<file path="config.mk">
export PLATFORM = sky130hd
export DESIGN_NAME = ext_irq_top
export DESIGN_NICKNAME = d
export VERILOG_FILES = /design/src/shared/ext_irq_pkg.sv /design/src/shared/ext_irq_links_if.sv /design/src/hw/ext_irq_pin_sync.sv /design/src/hw/ext_irq_ahb_slave.sv /design/src/hw/ext_irq_top.sv
export SDC_FILE = /design/constraint.sdc
export NUM_CORES = 1
export LEC_CHECK = 0
export ABC_AREA = 1
export BUFFER_PORTS_ARGS = -buffer_cell sky130_fd_sc_hd__buf_2
export CORE_AREA = 2 2 119 121
export CTS_CLUSTER_DIAMETER = 80
export DETAILED_ROUTE_END_ITERATION = 10
export DIE_AREA = 0 0 121 123
export HOLD_SLACK_MARGIN = 0.06
export PLACE_DENSITY = 0.58
export SLEW_MARGIN = 20
export SYNTH_ARGS = -nofsm -noshare
export SYNTH_HDL_FRONTEND = slang
export SYNTH_HIERARCHICAL = 1
export SYNTH_SLANG_ARGS = --single-unit
</file>
<file path="constraint.sdc">
create_clock -name hclk -period 3 [get_ports hclk]
set_clock_uncertainty 0.2 [all_clocks]
set_input_delay 0.15 -clock hclk [delete_from_list [all_inputs] [get_ports hclk]]
set_output_delay 0.15 -clock hclk [all_outputs]
set_load 0.02 [all_outputs]
</file>
<file path="src/shared/ext_irq_pkg.sv">
// Purpose: constants, types and helpers shared by the external interrupt block
// Assumes: 32-bit AHB-Lite register bus, nine candidate pins over four channels
// Notes:   register offsets are full byte addresses, one aligned word each
package ext_irq_pkg;
   localparam int          NUM_CH       = 4;
   localparam int          NUM_PINS     = 9;
   localparam int          REG_W        = 8;
   typedef logic [NUM_CH-1:0]   ch_vec_t;
   typedef logic [NUM_PINS-1:0] pin_vec_t;
   // register byte addresses
   localparam logic [31:0] FLAGS_ADDR   = 32'hE01FC140;
   localparam logic [31:0] WAKE_ADDR    = 32'hE01FC144;
   localparam logic [31:0] SENS_ADDR    = 32'hE01FC148;
   localparam logic [31:0] POL_ADDR     = 32'hE01FC14C;
   // used field sits in bits 3:0, bits 7:4 reserved
   localparam int          FIELD_LSB    = 0;
   localparam int          FIELD_MSB    = 3;
   localparam ch_vec_t     FLAGS_RST    = 4'h0;
   localparam ch_vec_t     WAKE_RST     = 4'h0;
   localparam ch_vec_t     SENS_RST     = 4'h0;
   localparam ch_vec_t     POL_RST      = 4'h0;
   localparam logic        SENS_LEVEL   = 1'b0;
   localparam logic        SENS_EDGE    = 1'b1;
   localparam logic        POL_LOW      = 1'b0;
   localparam logic        POL_HIGH     = 1'b1;
   // candidate pins of each channel: ch0 pins 1:0, ch1 3:2, ch2 5:4, ch3 8:6
   localparam pin_vec_t    CH_PIN_MASK [NUM_CH] = '{9'h003, 9'h00C, 9'h030, 9'h1C0};
   // bus encodings
   localparam logic [2:0]  HSIZE_WORD   = 3'h2;
   localparam logic        HRESP_OKAY   = 1'b0;
   localparam logic [31:0] RDATA_NONE   = 32'h00000000;

   // true when any pin of the mask is set in the vector
   function automatic logic any_hit(input pin_vec_t mask, input pin_vec_t vec);
      return |(mask & vec);
   endfunction
endpackage

</file>
<file path="src/shared/ext_irq_links_if.sv">
// Purpose: carriers between the bus slave, the pin sampler and the register core
// Assumes: all signals on hclk
// Notes:   wr is a one-cycle strobe with addr and wdata beside it
`timescale 1ns/10ps
interface reg_bus_if;
   logic        wr;
   logic [31:0] addr;
   logic [31:0] wdata;
   logic [31:0] rdata;
   modport master (output wr, addr, wdata, input rdata);
   modport target (input wr, addr, wdata, output rdata);
endinterface

interface pin_evt_if;
   logic [8:0] level;
   logic [8:0] rise;
   logic [8:0] fall;
   modport src (output level, rise, fall);
   modport dst (input level, rise, fall);
endinterface

</file>
<file path="src/hw/ext_irq_pin_sync.sv">
// Purpose: bring the raw pins onto hclk and mark their edges
// Assumes: pins are asynchronous to hclk
// Notes:   level and edges appear one to two cycles after the pin moves
`timescale 1ns/10ps
module ext_irq_pin_sync
   import ext_irq_pkg::*;
(
   input  wire logic              hclk,
   input  wire logic              hresetn,
   input  wire ext_irq_pkg::pin_vec_t pin_raw,
   pin_evt_if.src                 evt
);
   pin_vec_t meta_r, meta_nxt;
   pin_vec_t sync_r, sync_nxt;
   pin_vec_t prev_r, prev_nxt;

   // two-stage synchroniser plus one stage of history
   always_comb begin
      meta_nxt = pin_raw;
      sync_nxt = meta_r;
      prev_nxt = sync_r;
   end

   always_ff @(posedge hclk or negedge hresetn) begin
      if (!hresetn) begin
         meta_r <= '0;
         sync_r <= '0;
         prev_r <= '0;
      end else begin
         meta_r <= meta_nxt;
         sync_r <= sync_nxt;
         prev_r <= prev_nxt;
      end
   end

   // edges from successive synchronised samples
   assign evt.level = sync_r;
   assign evt.rise  = sync_r & ~prev_r;
   assign evt.fall  = ~sync_r & prev_r;
endmodule

</file>
<file path="src/hw/ext_irq_ahb_slave.sv">
// Purpose: AHB-Lite slave front end for the external interrupt registers
// Assumes: single slave, word transfers
// Notes:   writes take no wait state, reads take one; response always OKAY
`timescale 1ns/10ps
module ext_irq_ahb_slave
   import ext_irq_pkg::*;
(
   input  wire logic        hclk,
   input  wire logic        hresetn,
   input  wire logic        hsel,
   input  wire logic [31:0] haddr,
   input  wire logic [1:0]  htrans,
   input  wire logic        hwrite,
   input  wire logic [2:0]  hsize,
   input  wire logic        hready,
   input  wire logic [31:0] hwdata,
   output logic             hreadyout,
   output logic [31:0]      hrdata,
   output logic             hresp,
   reg_bus_if.master        bus
);
   typedef enum logic [3:0] {
      ST_IDLE    = 4'h1,
      ST_WRITE   = 4'h2,
      ST_RD_WAIT = 4'h4,
      ST_RD_DONE = 4'h8
   } bus_state_t;

   bus_state_t  state_r, state_nxt;
   logic [31:0] addr_r,  addr_nxt;
   logic [31:0] rdata_r, rdata_nxt;
   logic        accept;

   // address phase taken on nonseq or seq with the bus ready
   assign accept = hsel && hready && htrans[1];

   // next state, captured address and read data
   always_comb begin
      state_nxt = state_r;
      addr_nxt  = addr_r;
      rdata_nxt = rdata_r;
      case (state_r)
         ST_RD_WAIT: begin
            rdata_nxt = bus.rdata;
            state_nxt = ST_RD_DONE;
         end
         ST_IDLE, ST_WRITE, ST_RD_DONE: begin
            state_nxt = ST_IDLE;
            if (accept) begin
               addr_nxt = haddr;
               if (!hwrite)
                  state_nxt = ST_RD_WAIT;
               else if (hsize == HSIZE_WORD)
                  state_nxt = ST_WRITE;  // narrower writes are dropped
            end
         end
         default: state_nxt = ST_IDLE;
      endcase
   end

   always_ff @(posedge hclk or negedge hresetn) begin
      if (!hresetn) begin
         state_r <= ST_IDLE;
         addr_r  <= '0;
         rdata_r <= RDATA_NONE;
      end else begin
         state_r <= state_nxt;
         addr_r  <= addr_nxt;
         rdata_r <= rdata_nxt;
      end
   end

   // strobes toward the register core and bus answers
   assign bus.wr    = (state_r == ST_WRITE);
   assign bus.addr  = addr_r;
   assign bus.wdata = hwdata;
   assign hreadyout = (state_r != ST_RD_WAIT);
   assign hrdata    = rdata_r;
   assign hresp     = HRESP_OKAY;
endmodule

</file>
<file path="src/hw/ext_irq_top.sv">
// Purpose: four external interrupt channels with flags, wake enables and modes
// Assumes: pin_routed comes from the pin mux on hclk; pin_in is asynchronous
// Notes:   flag set always beats a write-one clear in the same cycle
//
// Summary of operation
// four independent channels 0 to 3, each a pin alternate function.
// flag sets only from a routed pin showing the selected level or edge.
// level mode sets the flag and holds it while the active level lasts.
// edge mode sets the flag on the chosen edge; it holds until cleared.
// each set flag drives its request line toward the interrupt controller.
// writing one to flag bits 3:0 clears those flags.
// in level mode a clear has no lasting effect while the pin stays active.
// channels 0 to 2 take two candidate pins, channel 3 takes three.
// software clears a flag after handling its wakeup or interrupt.
// software clears a flag after any sensitivity or polarity change.
// power-down entry fails while a wake-causing flag stays set.
// one wake-enable bit per channel, four in total.
// per-channel sensitivity picks level or edge detection.
// per-channel polarity picks the active level or the active edge.
// flag bits 7:4 are reserved; software writes no ones there.
// all four registers reset their used bits to zero.
// sensitivity 0 means level, 1 means edge.
// polarity 0 means low or falling, 1 means high or rising.
// wake-enabled channel wakes the processor regardless of its controller enable.
// pins synchronised to hclk, edges from successive samples, then polarity.
`timescale 1ns/10ps
module ext_irq_top
   import ext_irq_pkg::*;
(
   input  wire logic                  hclk,
   input  wire logic                  hresetn,
   input  wire logic                  hsel,
   input  wire logic [31:0]           haddr,
   input  wire logic [1:0]            htrans,
   input  wire logic                  hwrite,
   input  wire logic [2:0]            hsize,
   input  wire logic                  hready,
   input  wire logic [31:0]           hwdata,
   output logic                       hreadyout,
   output logic [31:0]                hrdata,
   output logic                       hresp,
   input  wire ext_irq_pkg::pin_vec_t pin_in,
   input  wire ext_irq_pkg::pin_vec_t pin_routed,
   output ext_irq_pkg::ch_vec_t       irq_req,
   output logic                       wake_req,
   input  wire logic                  pd_entry_req,
   output logic                       pd_entry_ok
);
   reg_bus_if bus ();
   pin_evt_if evt ();

   ch_vec_t flags_r, flags_nxt;
   ch_vec_t wake_r,  wake_nxt;
   ch_vec_t sens_r,  sens_nxt;
   ch_vec_t pol_r,   pol_nxt;
   logic    wake_req_r, wake_req_nxt;
   ch_vec_t lvl_hit;
   ch_vec_t edge_hit;
   ch_vec_t set_evt;
   ch_vec_t clr_req;
   ch_vec_t routed_any;
   logic    pd_inhibit;

   // bus front end
   ext_irq_ahb_slave u_slave (
      .hclk      (hclk),
      .hresetn   (hresetn),
      .hsel      (hsel),
      .haddr     (haddr),
      .htrans    (htrans),
      .hwrite    (hwrite),
      .hsize     (hsize),
      .hready    (hready),
      .hwdata    (hwdata),
      .hreadyout (hreadyout),
      .hrdata    (hrdata),
      .hresp     (hresp),
      .bus       (bus.master)
   );

   // pin sampling onto hclk
   ext_irq_pin_sync u_sync (
      .hclk    (hclk),
      .hresetn (hresetn),
      .pin_raw (pin_in),
      .evt     (evt.src)
   );

   // per-channel detection over the routed candidate pins
   always_comb begin
      for (int c = 0; c < NUM_CH; c++) begin
         routed_any[c] = any_hit(CH_PIN_MASK[c], pin_routed);
         if (pol_r[c] == POL_HIGH) begin
            lvl_hit[c]  = any_hit(CH_PIN_MASK[c], pin_routed & evt.level);
            edge_hit[c] = any_hit(CH_PIN_MASK[c], pin_routed & evt.rise);
         end else begin
            lvl_hit[c]  = any_hit(CH_PIN_MASK[c], pin_routed & ~evt.level);
            edge_hit[c] = any_hit(CH_PIN_MASK[c], pin_routed & evt.fall);
         end

         set_evt[c] = (sens_r[c] == SENS_EDGE) ? edge_hit[c] : lvl_hit[c];
      end
   end

   // write-one clear of the flags, reserved bits ignored
   assign clr_req = (bus.wr && bus.addr == FLAGS_ADDR) ?
                    bus.wdata[FIELD_MSB:FIELD_LSB] : FLAGS_RST;

   // next register values; set wins over a clear in the same cycle
   always_comb begin
      flags_nxt = set_evt | (flags_r & ~clr_req);
      wake_nxt  = wake_r;
      sens_nxt  = sens_r;
      pol_nxt   = pol_r;
      if (bus.wr) begin
         case (bus.addr)
            WAKE_ADDR: wake_nxt = bus.wdata[FIELD_MSB:FIELD_LSB];
            SENS_ADDR: sens_nxt = bus.wdata[FIELD_MSB:FIELD_LSB];
            POL_ADDR:  pol_nxt  = bus.wdata[FIELD_MSB:FIELD_LSB];
            default:   wake_nxt = wake_r;
         endcase
      end
      wake_req_nxt = |(flags_r & wake_r);
   end

   always_ff @(posedge hclk or negedge hresetn) begin
      if (!hresetn) begin
         flags_r    <= FLAGS_RST;
         wake_r     <= WAKE_RST;
         sens_r     <= SENS_RST;
         pol_r      <= POL_RST;
         wake_req_r <= 1'b0;
      end else begin
         flags_r    <= flags_nxt;
         wake_r     <= wake_nxt;
         sens_r     <= sens_nxt;
         pol_r      <= pol_nxt;
         wake_req_r <= wake_req_nxt;
      end
   end

   // read mux: used bits low, reserved and unmapped read zero
   always_comb begin
      bus.rdata = RDATA_NONE;
      case (bus.addr)
         FLAGS_ADDR: bus.rdata[FIELD_MSB:FIELD_LSB] = flags_r;
         WAKE_ADDR:  bus.rdata[FIELD_MSB:FIELD_LSB] = wake_r;
         SENS_ADDR:  bus.rdata[FIELD_MSB:FIELD_LSB] = sens_r;
         POL_ADDR:   bus.rdata[FIELD_MSB:FIELD_LSB] = pol_r;
         default:    bus.rdata = RDATA_NONE;
      endcase
   end

   // requests, wakeup and the power-down gate
   assign irq_req     = flags_r;
   assign wake_req    = wake_req_r;
   assign pd_inhibit  = |(flags_r & wake_r);
   assign pd_entry_ok = pd_entry_req && !pd_inhibit;

   for (genvar c = 0; c < NUM_CH; c++) begin : g_chk

   end
endmodule

</file>
-- Word-level counts from Yosys, hierarchy flattened
Cells that the tools add are included.
- output and inout port bits: 40
- word-level logic and storage cells: 78
- register bits after elaboration: 84
- muxes and demuxes: 18
- reductions and logical operators: 27
- bitwise logic cells: 12
- equal/unequal tests: 10
- operator list (kind ; count):
    $eq 32x32->1 const B ; 4
    $and 9x9->9 ; 6
    $reduce_or 2->1 ; 12
    $not 9->9 ; 2
    $pmux 4 s4 ; 1
    $reduce_or 3->1 ; 5
    $mux 1 ; 12
    $mux 4 ; 3
    $and 4x4->4 ; 2
    $pmux 4 s2 ; 1
    $reduce_and 2->1 ; 4
    $eq 4x1->1 const B ; 1
    $eq 4x2->1 const B ; 1
    $eq 4x3->1 const B ; 1
    $eq 4x4->1 const B ; 1
    $logic_and 1x1->1 ; 4
    $ne 4x3->1 const B ; 1
    $not 4->4 ; 1
    $or 4x4->4 ; 1
    $reduce_or 4->1 ; 1
    $eq 3x2->1 const B ; 1
    $mux 2 ; 1
    $logic_not 1->1 ; 1

-- Logic depth before layout (Yosys ltp)
Gate-level depths: netlist (run 1).
- word-level depth: 7
- mapped depth: 12

-- Hierarchy
The synthesis (run 1) kept the hierarchy.
- by module, submodules not included (module ; area each (sq um) ; times used ; cells an instance ; sequential area each (sq um)):
    ext_irq_ahb_slave ; 3005.4 ; 1 ; 348 ; 1702.9
    ext_irq_top ; 1516.5 ; 1 ; 260 ; 425.4
    ext_irq_pin_sync ; 810.8 ; 1 ; 63 ; 675.6

-- Worst setup path after synthesis (run 1)
OpenSTA, ideal clock, no wires.
- path kind: register -> register
- start point: register u_slave.addr_r[21], in the netlist u_slave/bus.addr[21]
- end point: register u_slave.rdata_r[3], in the netlist u_slave/hrdata[3]
- setup time: 0.066 ns
- arrival: 1.261 ns
- setup slack: 1.474 ns
- stages on the path, launching flop included: 13
- required time: 2.734 ns
- cell sequence: dfrtp_1 inv_2 nand2_2 nor2_2 nand2_2 nor2_8 buf_6 nand3_1 nand2_1 inv_1 nand2_1 nand2_1 nand2_1
- longest elaborated chain between the ends: 2
- elaborated cells on any way between the ends: 5
- classes of those cells: eq/ne (4); mux (1)
- RTL lines (element ; RTL line ; text):
    from (decl) ; ext_irq_ahb_slave.sv:30 ; logic [31:0] addr_r, addr_nxt;
    from (signal assigned) ; ext_irq_ahb_slave.sv:68 ; addr_r <= addr_nxt;
    $eq 32x32->1 ; ext_irq_top.sv:145 ; case (bus.addr)
    $pmux 4 s4 (*) ; ext_irq_top.sv:145 ;
    named net bus.rdata[3] ; ext_irq_links_if.sv:9 ; logic [31:0] rdata;
    to (signal assigned) ; ext_irq_ahb_slave.sv:69 ; rdata_r <= rdata_nxt;
    to (decl) ; ext_irq_ahb_slave.sv:31 ; logic [31:0] rdata_r, rdata_nxt;
The timed path passes the listed nets; every way through them passes the cells marked *.
A chain may end at the register's enable or synchronous reset.

-- Worst setup path after layout (run 1)
- start point: register u_slave.addr_r[25], in the netlist u_slave/bus.addr[25]
- end point: register flags_r[2], in the netlist irq_req[2]
- longest elaborated chain between the ends: 6
- RTL lines (element ; RTL line ; text):
    $eq 32x32->1 ; ext_irq_top.sv:106 ; assign clr_req = (bus.wr && bus.addr == FLAGS_ADDR) ?
    $logic_and 1x1->1 ; ext_irq_top.sv:106 ;
    $mux 4 ; ext_irq_top.sv:106 ;
    $not 4->4 ; ext_irq_top.sv:111 ; flags_nxt = set_evt | (flags_r & ~clr_req);
    $and 4x4->4 ; ext_irq_top.sv:111 ;
    $or 4x4->4 ; ext_irq_top.sv:111 ;
    named net flags_nxt[2] ; ext_irq_top.sv:52 ; ch_vec_t flags_r, flags_nxt;
    to (signal assigned) ; ext_irq_top.sv:134 ; flags_r <= flags_nxt;
    to (decl) ; ext_irq_top.sv:52 ;
The timed path passes the listed nets, and every way through them passes these cells.

==> results of run 1 <==
==> cell type report <==
class	instances	area (µm²)
fill	1312	6890
sequential	112	2800
multi-input combinational	461	1990
timing repair buffer	162	1120
inverter	76	285
clock buffer	13	260
tap	180	225
clock inverter	3	40.0
==> power groups by stage <==
stage	Clock [mW]	Sequential, mW	Combinational [mW]
after floorplan	0	2.34	0.614
after global placement	0	2.13	1.18
after detailed placement	0	2.15	1.20
after CTS	1.25	2.13	1.26
after global routing	1.32	2.18	1.41
final	1.21	2.12	1.24
==> worst max-delay path by stage <==
stage | depth (start not counted) | from | slack (ns) | endpoint
finish | 9 | u_slave/bus.addr[25]$_DFFE_PN0P_ | 0.69 | irq_req[2]$_DFF_PN0_
global route | 9 | u_slave/bus.addr[25]$_DFFE_PN0P_ | 0.48 | irq_req[2]$_DFF_PN0_
CTS | 9 | u_slave/bus.addr[25]$_DFFE_PN0P_ | 0.74 | irq_req[2]$_DFF_PN0_
detailed placement | 6 | u_slave/state_r[1]$_DFF_PN0_ | 1.09 | u_slave/bus.addr[5]$_DFFE_PN0P_
global placement | 6 | u_slave/state_r[1]$_DFF_PN0_ | 1.15 | u_slave/bus.addr[21]$_DFFE_PN0P_
floorplan | 12 | u_slave/bus.addr[21]$_DFFE_PN0P_ | 1.47 | u_slave/hrdata[3]$_DFFE_PN0P_
==> worst register-to-register path, stage by stage (launching register included) <==
cell and delay [ns]:
dfrtp_1 0.38, nor2_1 0.12, nand2_1 0.09, nor2_1 0.13
nand2_1 0.09, nor2_1 0.38, nand3_1 0.13, nand2_1 0.08
nand2_1 0.04, dlygate4sd3_1 0.54
==> stage by stage <==
step	hold slack [ns]	setup WS [ns]	cell area, µm²	instances	utilization [%]
after floorplan	-0.346	1.47	5220	670	-
after global placement	0.0606	1.15	5850	934	43.0
after detailed placement	0.0600	1.09	5850	934	43.0
after CTS	0.0845	0.735	6720	1007	49.4
after global routing	0.157	0.478	6720	1007	49.4
final	0.120	0.693	6720	1007	49.4
==> per-layer routing <==
metal / vias to the layer above / part of all wire, % / GRT usage, %
met3: 14 / 4.5 / 2.91
met2: 107 / 49 / 27.6
li1: 2292 / - / -
met5: - / 0 / 0
met4: 0 / 1.6 / 6.69
met1: 2025 / 45 / 21.0
==> sequential cells by signal (all words and copies together) (netlist names) <==
register	count
u_sync/meta_r	9
irq_req	4
u_sync/prev_r	9
pol_r	4
u_slave/bus.addr	32
wake_r	4
u_slave/state_r	4
u_slave/hrdata	32
sens_r	4
u_sync/evt.level	9
wake_req	1
==> metrics, run 1 <==
CTS H-tree lvls=3; Total GRT Usage=16.4%; Initial Util=37.6%; CTS max path bufs=2; core area=0.0136 mm²; Reg2Reg Capture Point=irq_req[2]$_DFF_PN0_; GRT overflow=0; worst min-delay path class=input pin to register; antenna cells=0; cell chain of the critical path=nor2_1, nand2_1, nor2_1, nand2_1, nor2_1, nand3_1, nand2_1, nand2_1, dlygate4sd3_1; Worst path most repeated cell=nand2_1; WP data arrival=2.34 ns; first-pass GRT wire length=19.4 mm; cts hold-fix bufs=57; Fin Setup TNS=0 ns; Reg power frac=46.4%; CP delay by family, top=simple AND/OR/NAND/NOR gates; worst hold path depth=7; Startpoint Class=register; Yosys Warn Count=6; post-route clock period utilization=76.9%; CTS tree=yes; post-CTS setup buffer count=0; Detail Route Antenna Nets=0; gpl congestion=0.807; total power=4.57 mW; post-route minimum period=2.31 ns; commonest non-fill, non-tap cells in the layout=nand2_1 (266), dfrtp_1 (111), buf_2 (101); input/output buffers=102; Vias/cell=4.41; CTS resizes=0; crit end category=register; pwr dens=680 mW/mm²; commonest non-fill, non-tap cell in the layout=nand2_1; worst endpoint required time=3.03 ns; clock power share=26.4%; Fin. Hold Viols=0; buffers plus inverters on the worst setup path=1; Initial DRT Pass Iterations=4; Peak Freq=433 MHz; Clock Pin Slew Worst Setup and Hold Paths=0.07 ns; area delta synth->final=31.2%; Pint=3.05 mW; ratio of cells with drive above 1 in the final layout=17.4%; initial antenna violation count=0; syn_area_per_cell=7.97 µm²; Sink Count=112; Synth Instances=643; Final Max Slew Viols=0; Root Driver=clkbuf_16; DP Wirelength=7.72 mm; DR WL/cell=11.4 µm; clock network latency to the later pin of the worst-skew pair=0.35 ns; worst-path fanout max=5; Detailed Route WL=11.5 mm; worst vdd ir=0.359 mV; Comb power frac=27.2%; MaxCap Viol Count=0; die area=0.0149 mm²; outcome=finished, final reports clean; r2r startpoint=u_slave/bus.addr[25]$_DFFE_PN0P_; # setup viols final=0; Die H=123 µm; Slew @ Worst Pin=0.927 ns; hold endpoint=irq_req[0]$_DFF_PN0_; path type of the worst setup path=register to register; Register-to-Register Setup Slack=0.69 ns; crit path max-delay cell type=dlygate4sd3_1; DRT iter0 DRCs=196; Layout Nets=915; IO Pins=133; num rows=43; sw power=1.53 mW; number of global-route vias before repair=4286; Cell Area, Synth=0.00512 mm²; static leakage=3.69 nW; Horiz. Die Dim=121 µm; CTS buffer count=9; drc violations=0; Worst path max stage delay=0.54 ns; largest net degree at the start of global routing=74; Via Count=4438; switching share of power=33.4%; min-delay src=pin_routed[0]; R2R depth=9; RSZ-0062 raised after global routing=no; Max-Slew Margin vs Limit=38.2%
Power figures use the tool's default switching activity.
==> run 2: changes to the inputs <==
--- a/config.mk
+++ b/config.mk
@@ -12,7 +12,7 @@
 export DETAILED_ROUTE_END_ITERATION = 10
 export DIE_AREA = 0 0 121 123
 export HOLD_SLACK_MARGIN = 0.06
-export PLACE_DENSITY = 0.58
+export PLACE_DENSITY = 0.6
 export SLEW_MARGIN = 20
 export SYNTH_ARGS = -nofsm -noshare
 export SYNTH_HDL_FRONTEND = slang
==> constraint.sdc (replaced) <==
create_clock -name hclk -period 2.07 [get_ports hclk]
set_clock_uncertainty 0.2 [all_clocks]
set_input_delay 0.1035 -clock hclk [delete_from_list [all_inputs] [get_ports hclk]]
set_output_delay 0.1035 -clock hclk [all_outputs]
set_load 0.02 [all_outputs]
==> run 2 against run 1 <==
  * Cell count up 1.3%
  * Sequential power up 45%
  * Total power up 49%
  * Die area unchanged
  * Critical path type is now register to primary output
  * Global-route usage up 0.67 points
  * Cell area up 2.6%
  * Register-to-register slack worse by 0.47 ns
  * Utilization up 1.3 points
  * Routed wire length up 2.8%
==> metrics, run 2 (synthesized netlist as in run 1, its figures left out) <==
Sink Count=112; DR WL met2=6.06 mm; Comb power frac=27.0%; number of global-route vias before repair=4380; CTS buffer count=9; antenna cells=0; placed inst area=0.00589 mm²; WP data arrival=1.62 ns; area delta synth->final=34.6%; Vias/cell=4.36; switching share of power=32.5%; Initial DRT Pass Iterations=4; largest net degree at the start of global routing=50; Die H=123 µm; Startpoint Class=register; DP Wirelength=7.91 mm; worst endpoint required time=1.77 ns; Peak Freq=519 MHz; die area=0.0149 mm²; Detail Route Antenna Nets=0; outcome=finished, final reports clean; Total GRT Usage=17.1%; Top Metal Used=met4; commonest non-fill, non-tap cells in the layout=nand2_1 (266), dfrtp_1 (111), buf_2 (101); Reg power frac=45.1%; Final Max Slew Viols=0; pwr dens=990 mW/mm²; fin cells=1020; worst min-delay path class=input pin to register; first-pass GRT wire length=20.0 mm; Via Count=4452; Root Driver=clkbuf_16; Horiz. Die Dim=121 µm; GRT overflow=0; R2R depth=7; static leakage=3.79 nW; clock power share=27.9%; DR WL/cell=11.6 µm; RSZ-0062 raised after global routing=no; Detailed Route WL=11.8 mm; dpl cells=938; post-route clock period utilization=93.0%; drc violations=0; gpl congestion=0.820; Slew @ Worst Pin=0.639 ns; post-CTS setup buffer count=0; input/output buffers=102; num rows=43; Layout Nets=928; # setup viols final=0; clock network latency to the later pin of the worst-skew pair=0.35 ns; post-route minimum period=1.93 ns; core area=0.0136 mm²; Fin. Hold Viols=0; Fin Hold WS=0.0802 ns; worst-path fanout max=28; Pint=4.61 mW; DRT iter0 DRCs=302; final cell area excluding filler cells=0.00690 mm²; Max-Slew Margin vs Limit=57.4%; ratio of cells with drive above 1 in the final layout=17.7%; met3 wire length=565 µm; CTS H-tree lvls=3; CTS max path bufs=2; worst vdd ir=0.699 mV; Layout Utilization=50.7%; worst hold path depth=7; sw power=2.22 mW; initial antenna violation count=0; Fin Setup TNS=0 ns; MaxCap Viol Count=0; M1 WL=5.11 mm; Initial Util=37.6%; path type of the worst setup path=register to primary output; crit end category=primary output; commonest non-fill, non-tap cell in the layout=nand2_1; IO Pins=133; Clock Pin Slew Worst Setup and Hold Paths=0.07 ns; CTS tree=yes
## run 2: metrics by stage
| stage | total power, mW | setup slack [ns] |
|---|---|---|
| 2_1_floorplan | 4.28 | 0.544 |
| 3_3_place_gp | 4.81 | 0.271 |
| 3_5_place_dp | 4.88 | 0.270 |
| 4_1_cts | 6.92 | 0.0144 |
| 5_1_grt | 7.33 | 0.00748 |
| 6_report | 6.82 | 0.144 |
## run 2: final cells by class
type,instances,area (µm²)
clock buffers,14,274
clock inverters,2,60.1
fillers,1279,6720
inverters,76,285
multi-input cells,461,1990
flip-flops and latches,112,2800
well taps,180,225
repair buffers,175,1250
## run 2: worst max-delay path, stage by stage, from the launching register on
cell and delay (ns):
dfstp_2 0.57, nor2_4 0.06, nand2_2 0.19, buf_6 0.25, buf_2 0.20
## run 2: what timing repair did
action	in CTS	in global routing
hold endpoints to repair	172	0
resized for setup	0	2
setup endpoints to repair	0	2
hold buffers	66	0
## run 2: power groups by stage
stage,Sequential [mW],Clock [mW],Combinational [mW]
CTS,3.08,1.98,1.86
global placement,3.09,0,1.71
global route,3.14,2.08,2.10
floorplan,3.39,0,0.890
detailed placement,3.12,0,1.76
finish,3.08,1.91,1.84
## run 2: final timing paths
check | end | slack, ns | start
max | hreadyout | 0.14 | u_slave/state_r[0]$_DFF_PN1_
min | irq_req[1]$_DFF_PN0_ | 0.08 | pin_routed[3]
max reg2reg | irq_req[2]$_DFF_PN0_ | 0.22 | u_sync/evt.level[5]$_DFF_PN0_
min reg2reg | u_sync/evt.level[6]$_DFF_PN0_ | 0.15 | u_sync/meta_r[6]$_DFF_PN0_
max in group asynchronous | pol_r[3]$_DFFE_PN0P_ | 0.91 | hresetn
min in group asynchronous | u_sync/evt.level[8]$_DFF_PN0_ | 0.12 | hresetn
## run 2: layer usage
metal,vias up,track usage (%)
met3,7,4.94
met5,-,0
li1,2302,-
met1,2048,21.0
met4,0,5.23
met2,95,29.1
==> run 3: changes to the inputs <==
--- a/config.mk
+++ b/config.mk
@@ -12,7 +12,7 @@
 export DETAILED_ROUTE_END_ITERATION = 10
 export DIE_AREA = 0 0 121 123
 export HOLD_SLACK_MARGIN = 0.06
-export PLACE_DENSITY = 0.6
+export PLACE_DENSITY = 0.58
 export SLEW_MARGIN = 20
 export SYNTH_ARGS = -nofsm -noshare
 export SYNTH_HDL_FRONTEND = slang
==> constraint.sdc (replaced) <==
create_clock -name hclk -period 2.4 [get_ports hclk]
set_clock_uncertainty 0.2 [all_clocks]
set_input_delay 0.12 -clock hclk [delete_from_list [all_inputs] [get_ports hclk]]
set_output_delay 0.12 -clock hclk [all_outputs]
set_load 0.02 [all_outputs]
==> run 3 against run 2 <==
  * Utilization down 0.91 points
  * Sequential power down 14%
  * Routed wire length down 0.30%
  * Total power down 16%
  * First-iteration DRC count down 30%
  * Cell count down 0.59%
  * Combinational power down 15%
  * Sequential cell count unchanged
  * Cell area down 1.8%
  * Worst setup slack better by 0.096 ns
  * Critical path depth up 5
  * Global-route usage down 0.094 points
  * Critical endpoint is now irq_req[1]$_DFF_PN0_
==> metrics, run 3 (synthesized netlist as in run 1, its figures left out) <==
Initial DRT Pass Iterations=5; outcome=finished, final reports clean; Die H=123 µm; largest net degree at the start of global routing=49; crit end category=register; input/output buffers=102; Horiz. Die Dim=121 µm; RSZ-0062 raised after global routing=no; # setup viols final=0; Layout Utilization=49.7%; CTS H-tree lvls=3; Max-Slew Margin vs Limit=66.0%; core area=0.0136 mm²; DRT iter0 DRCs=211; # fillers=1303; MaxCap Viol Count=0; gpl congestion=0.809; Peak Freq=463 MHz; antenna cells=0; die area=0.0149 mm²; post-route clock period utilization=90.0%; worst min-delay path class=input pin to register; path type of the worst setup path=register to register; post-CTS setup buffer count=0; Detailed Route WL=11.8 mm; Total GRT Usage=17.0%; GRT overflow=0; Fin. Hold Viols=0; Slew @ Worst Pin=0.509 ns; drc violations=0; clock network latency to the later pin of the worst-skew pair=0.35 ns; CTS max path bufs=2; static leakage=3.72 nW; Layout Nets=922; DR WL/cell=11.6 µm; area delta synth->final=32.2%; Startpoint Class=register; Via Count=4468; CTS buffer count=9; DP Wirelength=7.96 mm; worst vdd ir=0.413 mV; ratio of cells with drive above 1 in the final layout=18.0%; pwr dens=844 mW/mm²; post-route minimum period=2.16 ns; Vias/cell=4.41; num rows=43; initial antenna violation count=0; CTS tree=yes; Fin Setup TNS=0 ns; Sink Count=112; first-pass GRT wire length=20.0 mm; WP data arrival=2.20 ns; IO Pins=133; number of global-route vias before repair=4326; commonest non-fill, non-tap cells in the layout=nand2_1 (266), dfrtp_1 (111), buf_2 (101); Final Max Slew Viols=0; Initial Util=37.6%; Root Driver=clkbuf_16; Clock Pin Slew Worst Setup and Hold Paths=0.07 ns; worst-path fanout max=5; Detail Route Antenna Nets=0; worst endpoint required time=2.44 ns; commonest non-fill, non-tap cell in the layout=nand2_1
==> run 3: cell count changes in the layout (fill, tap and decap cells not counted), moves of 2 or more <==
cell,previous run,this run
buf_4,5,8
clkbuf_8,3,0
clkinv_2,0,2
dlygate4sd3_1,66,59
==> run 3: worst paths after layout <==
kind,slack [ns],to,depth (start not counted),from
setup / recovery,0.24,irq_req[1]$_DFF_PN0_,9,u_slave/bus.addr[25]$_DFFE_PN0P_
hold / removal,0.07,irq_req[0]$_DFF_PN0_,7,pin_routed[0]
setup reg to reg,0.24,irq_req[1]$_DFF_PN0_,9,u_slave/bus.addr[25]$_DFFE_PN0P_
hold reg to reg,0.14,u_sync/evt.level[1]$_DFF_PN0_,0,u_sync/meta_r[1]$_DFF_PN0_
max in group asynchronous,0.27,u_sync/prev_r[1]$_DFF_PN0_,4,hresetn
min in group asynchronous,0.56,sens_r[3]$_DFFE_PN0P_,3,hresetn
==> run 3: critical path: stages (launching register included) <==
cell	delay (ns)
dfrtp_1	0.38
nor2_1	0.11
nand2_1	0.09
nor2_1	0.15
nand2_1	0.11
nor2_2	0.24
nand3_1	0.10
nand2_1	0.08
nand2_1	0.04
dlygate4sd3_1	0.54
==> run 3: stage by stage <==
| step | area, µm² | power (mW) | setup slack, ns | hold slack [ns] | std cells |
|---|---|---|---|---|---|
| after floorplan | 5220 | 3.69 | 0.874 | -0.376 | 670 |
| after global placement | 5890 | 4.15 | 0.624 | -0.117 | 939 |
| after detailed placement | 5890 | 4.21 | 0.613 | -0.109 | 939 |
| after CTS | 6770 | 5.80 | 0.101 | 0.0666 | 1014 |
| after global routing | 6770 | 6.14 | 0.0368 | 0.127 | 1014 |
| final | 6770 | 5.71 | 0.240 | 0.0730 | 1014 |
==> run 3: metal layers <==
layer  vias to the layer above  GRT usage (%)  share of wire (%)
met3                        16           2.77                3.8
met5                         -              0                  0
met1                      2048           22.1                 46
met2                       101           28.2                 48
met4                         0           7.27                2.2
li1                       2303              -                  -
==> run 3: what timing repair did <==
action                                 CTS  global route
resized for setup                        0             1
hold buffers                            59             0
setup endpoints to repair                0             3
endpoints found under the hold margin  171             0
==> run 3: layout make-up <==
class,instances,area [µm²],share of cell area [%]
Clock buffer,11,233,3.44
Clock inverter,5,56.3,0.831
Inverter,76,285,4.21
Multi-Input combinational cell,461,1990,29.4
Sequential cell,112,2800,41.4
Tap cell,180,225,3.33
Timing Repair Buffer,169,1180,17.4
==> run 3: power breakdown <==
part	internal, mW	switching, mW
Combinational	0.589	0.984
Clock	0.811	0.677
Sequential	2.37	0.283
Total	3.77	1.94
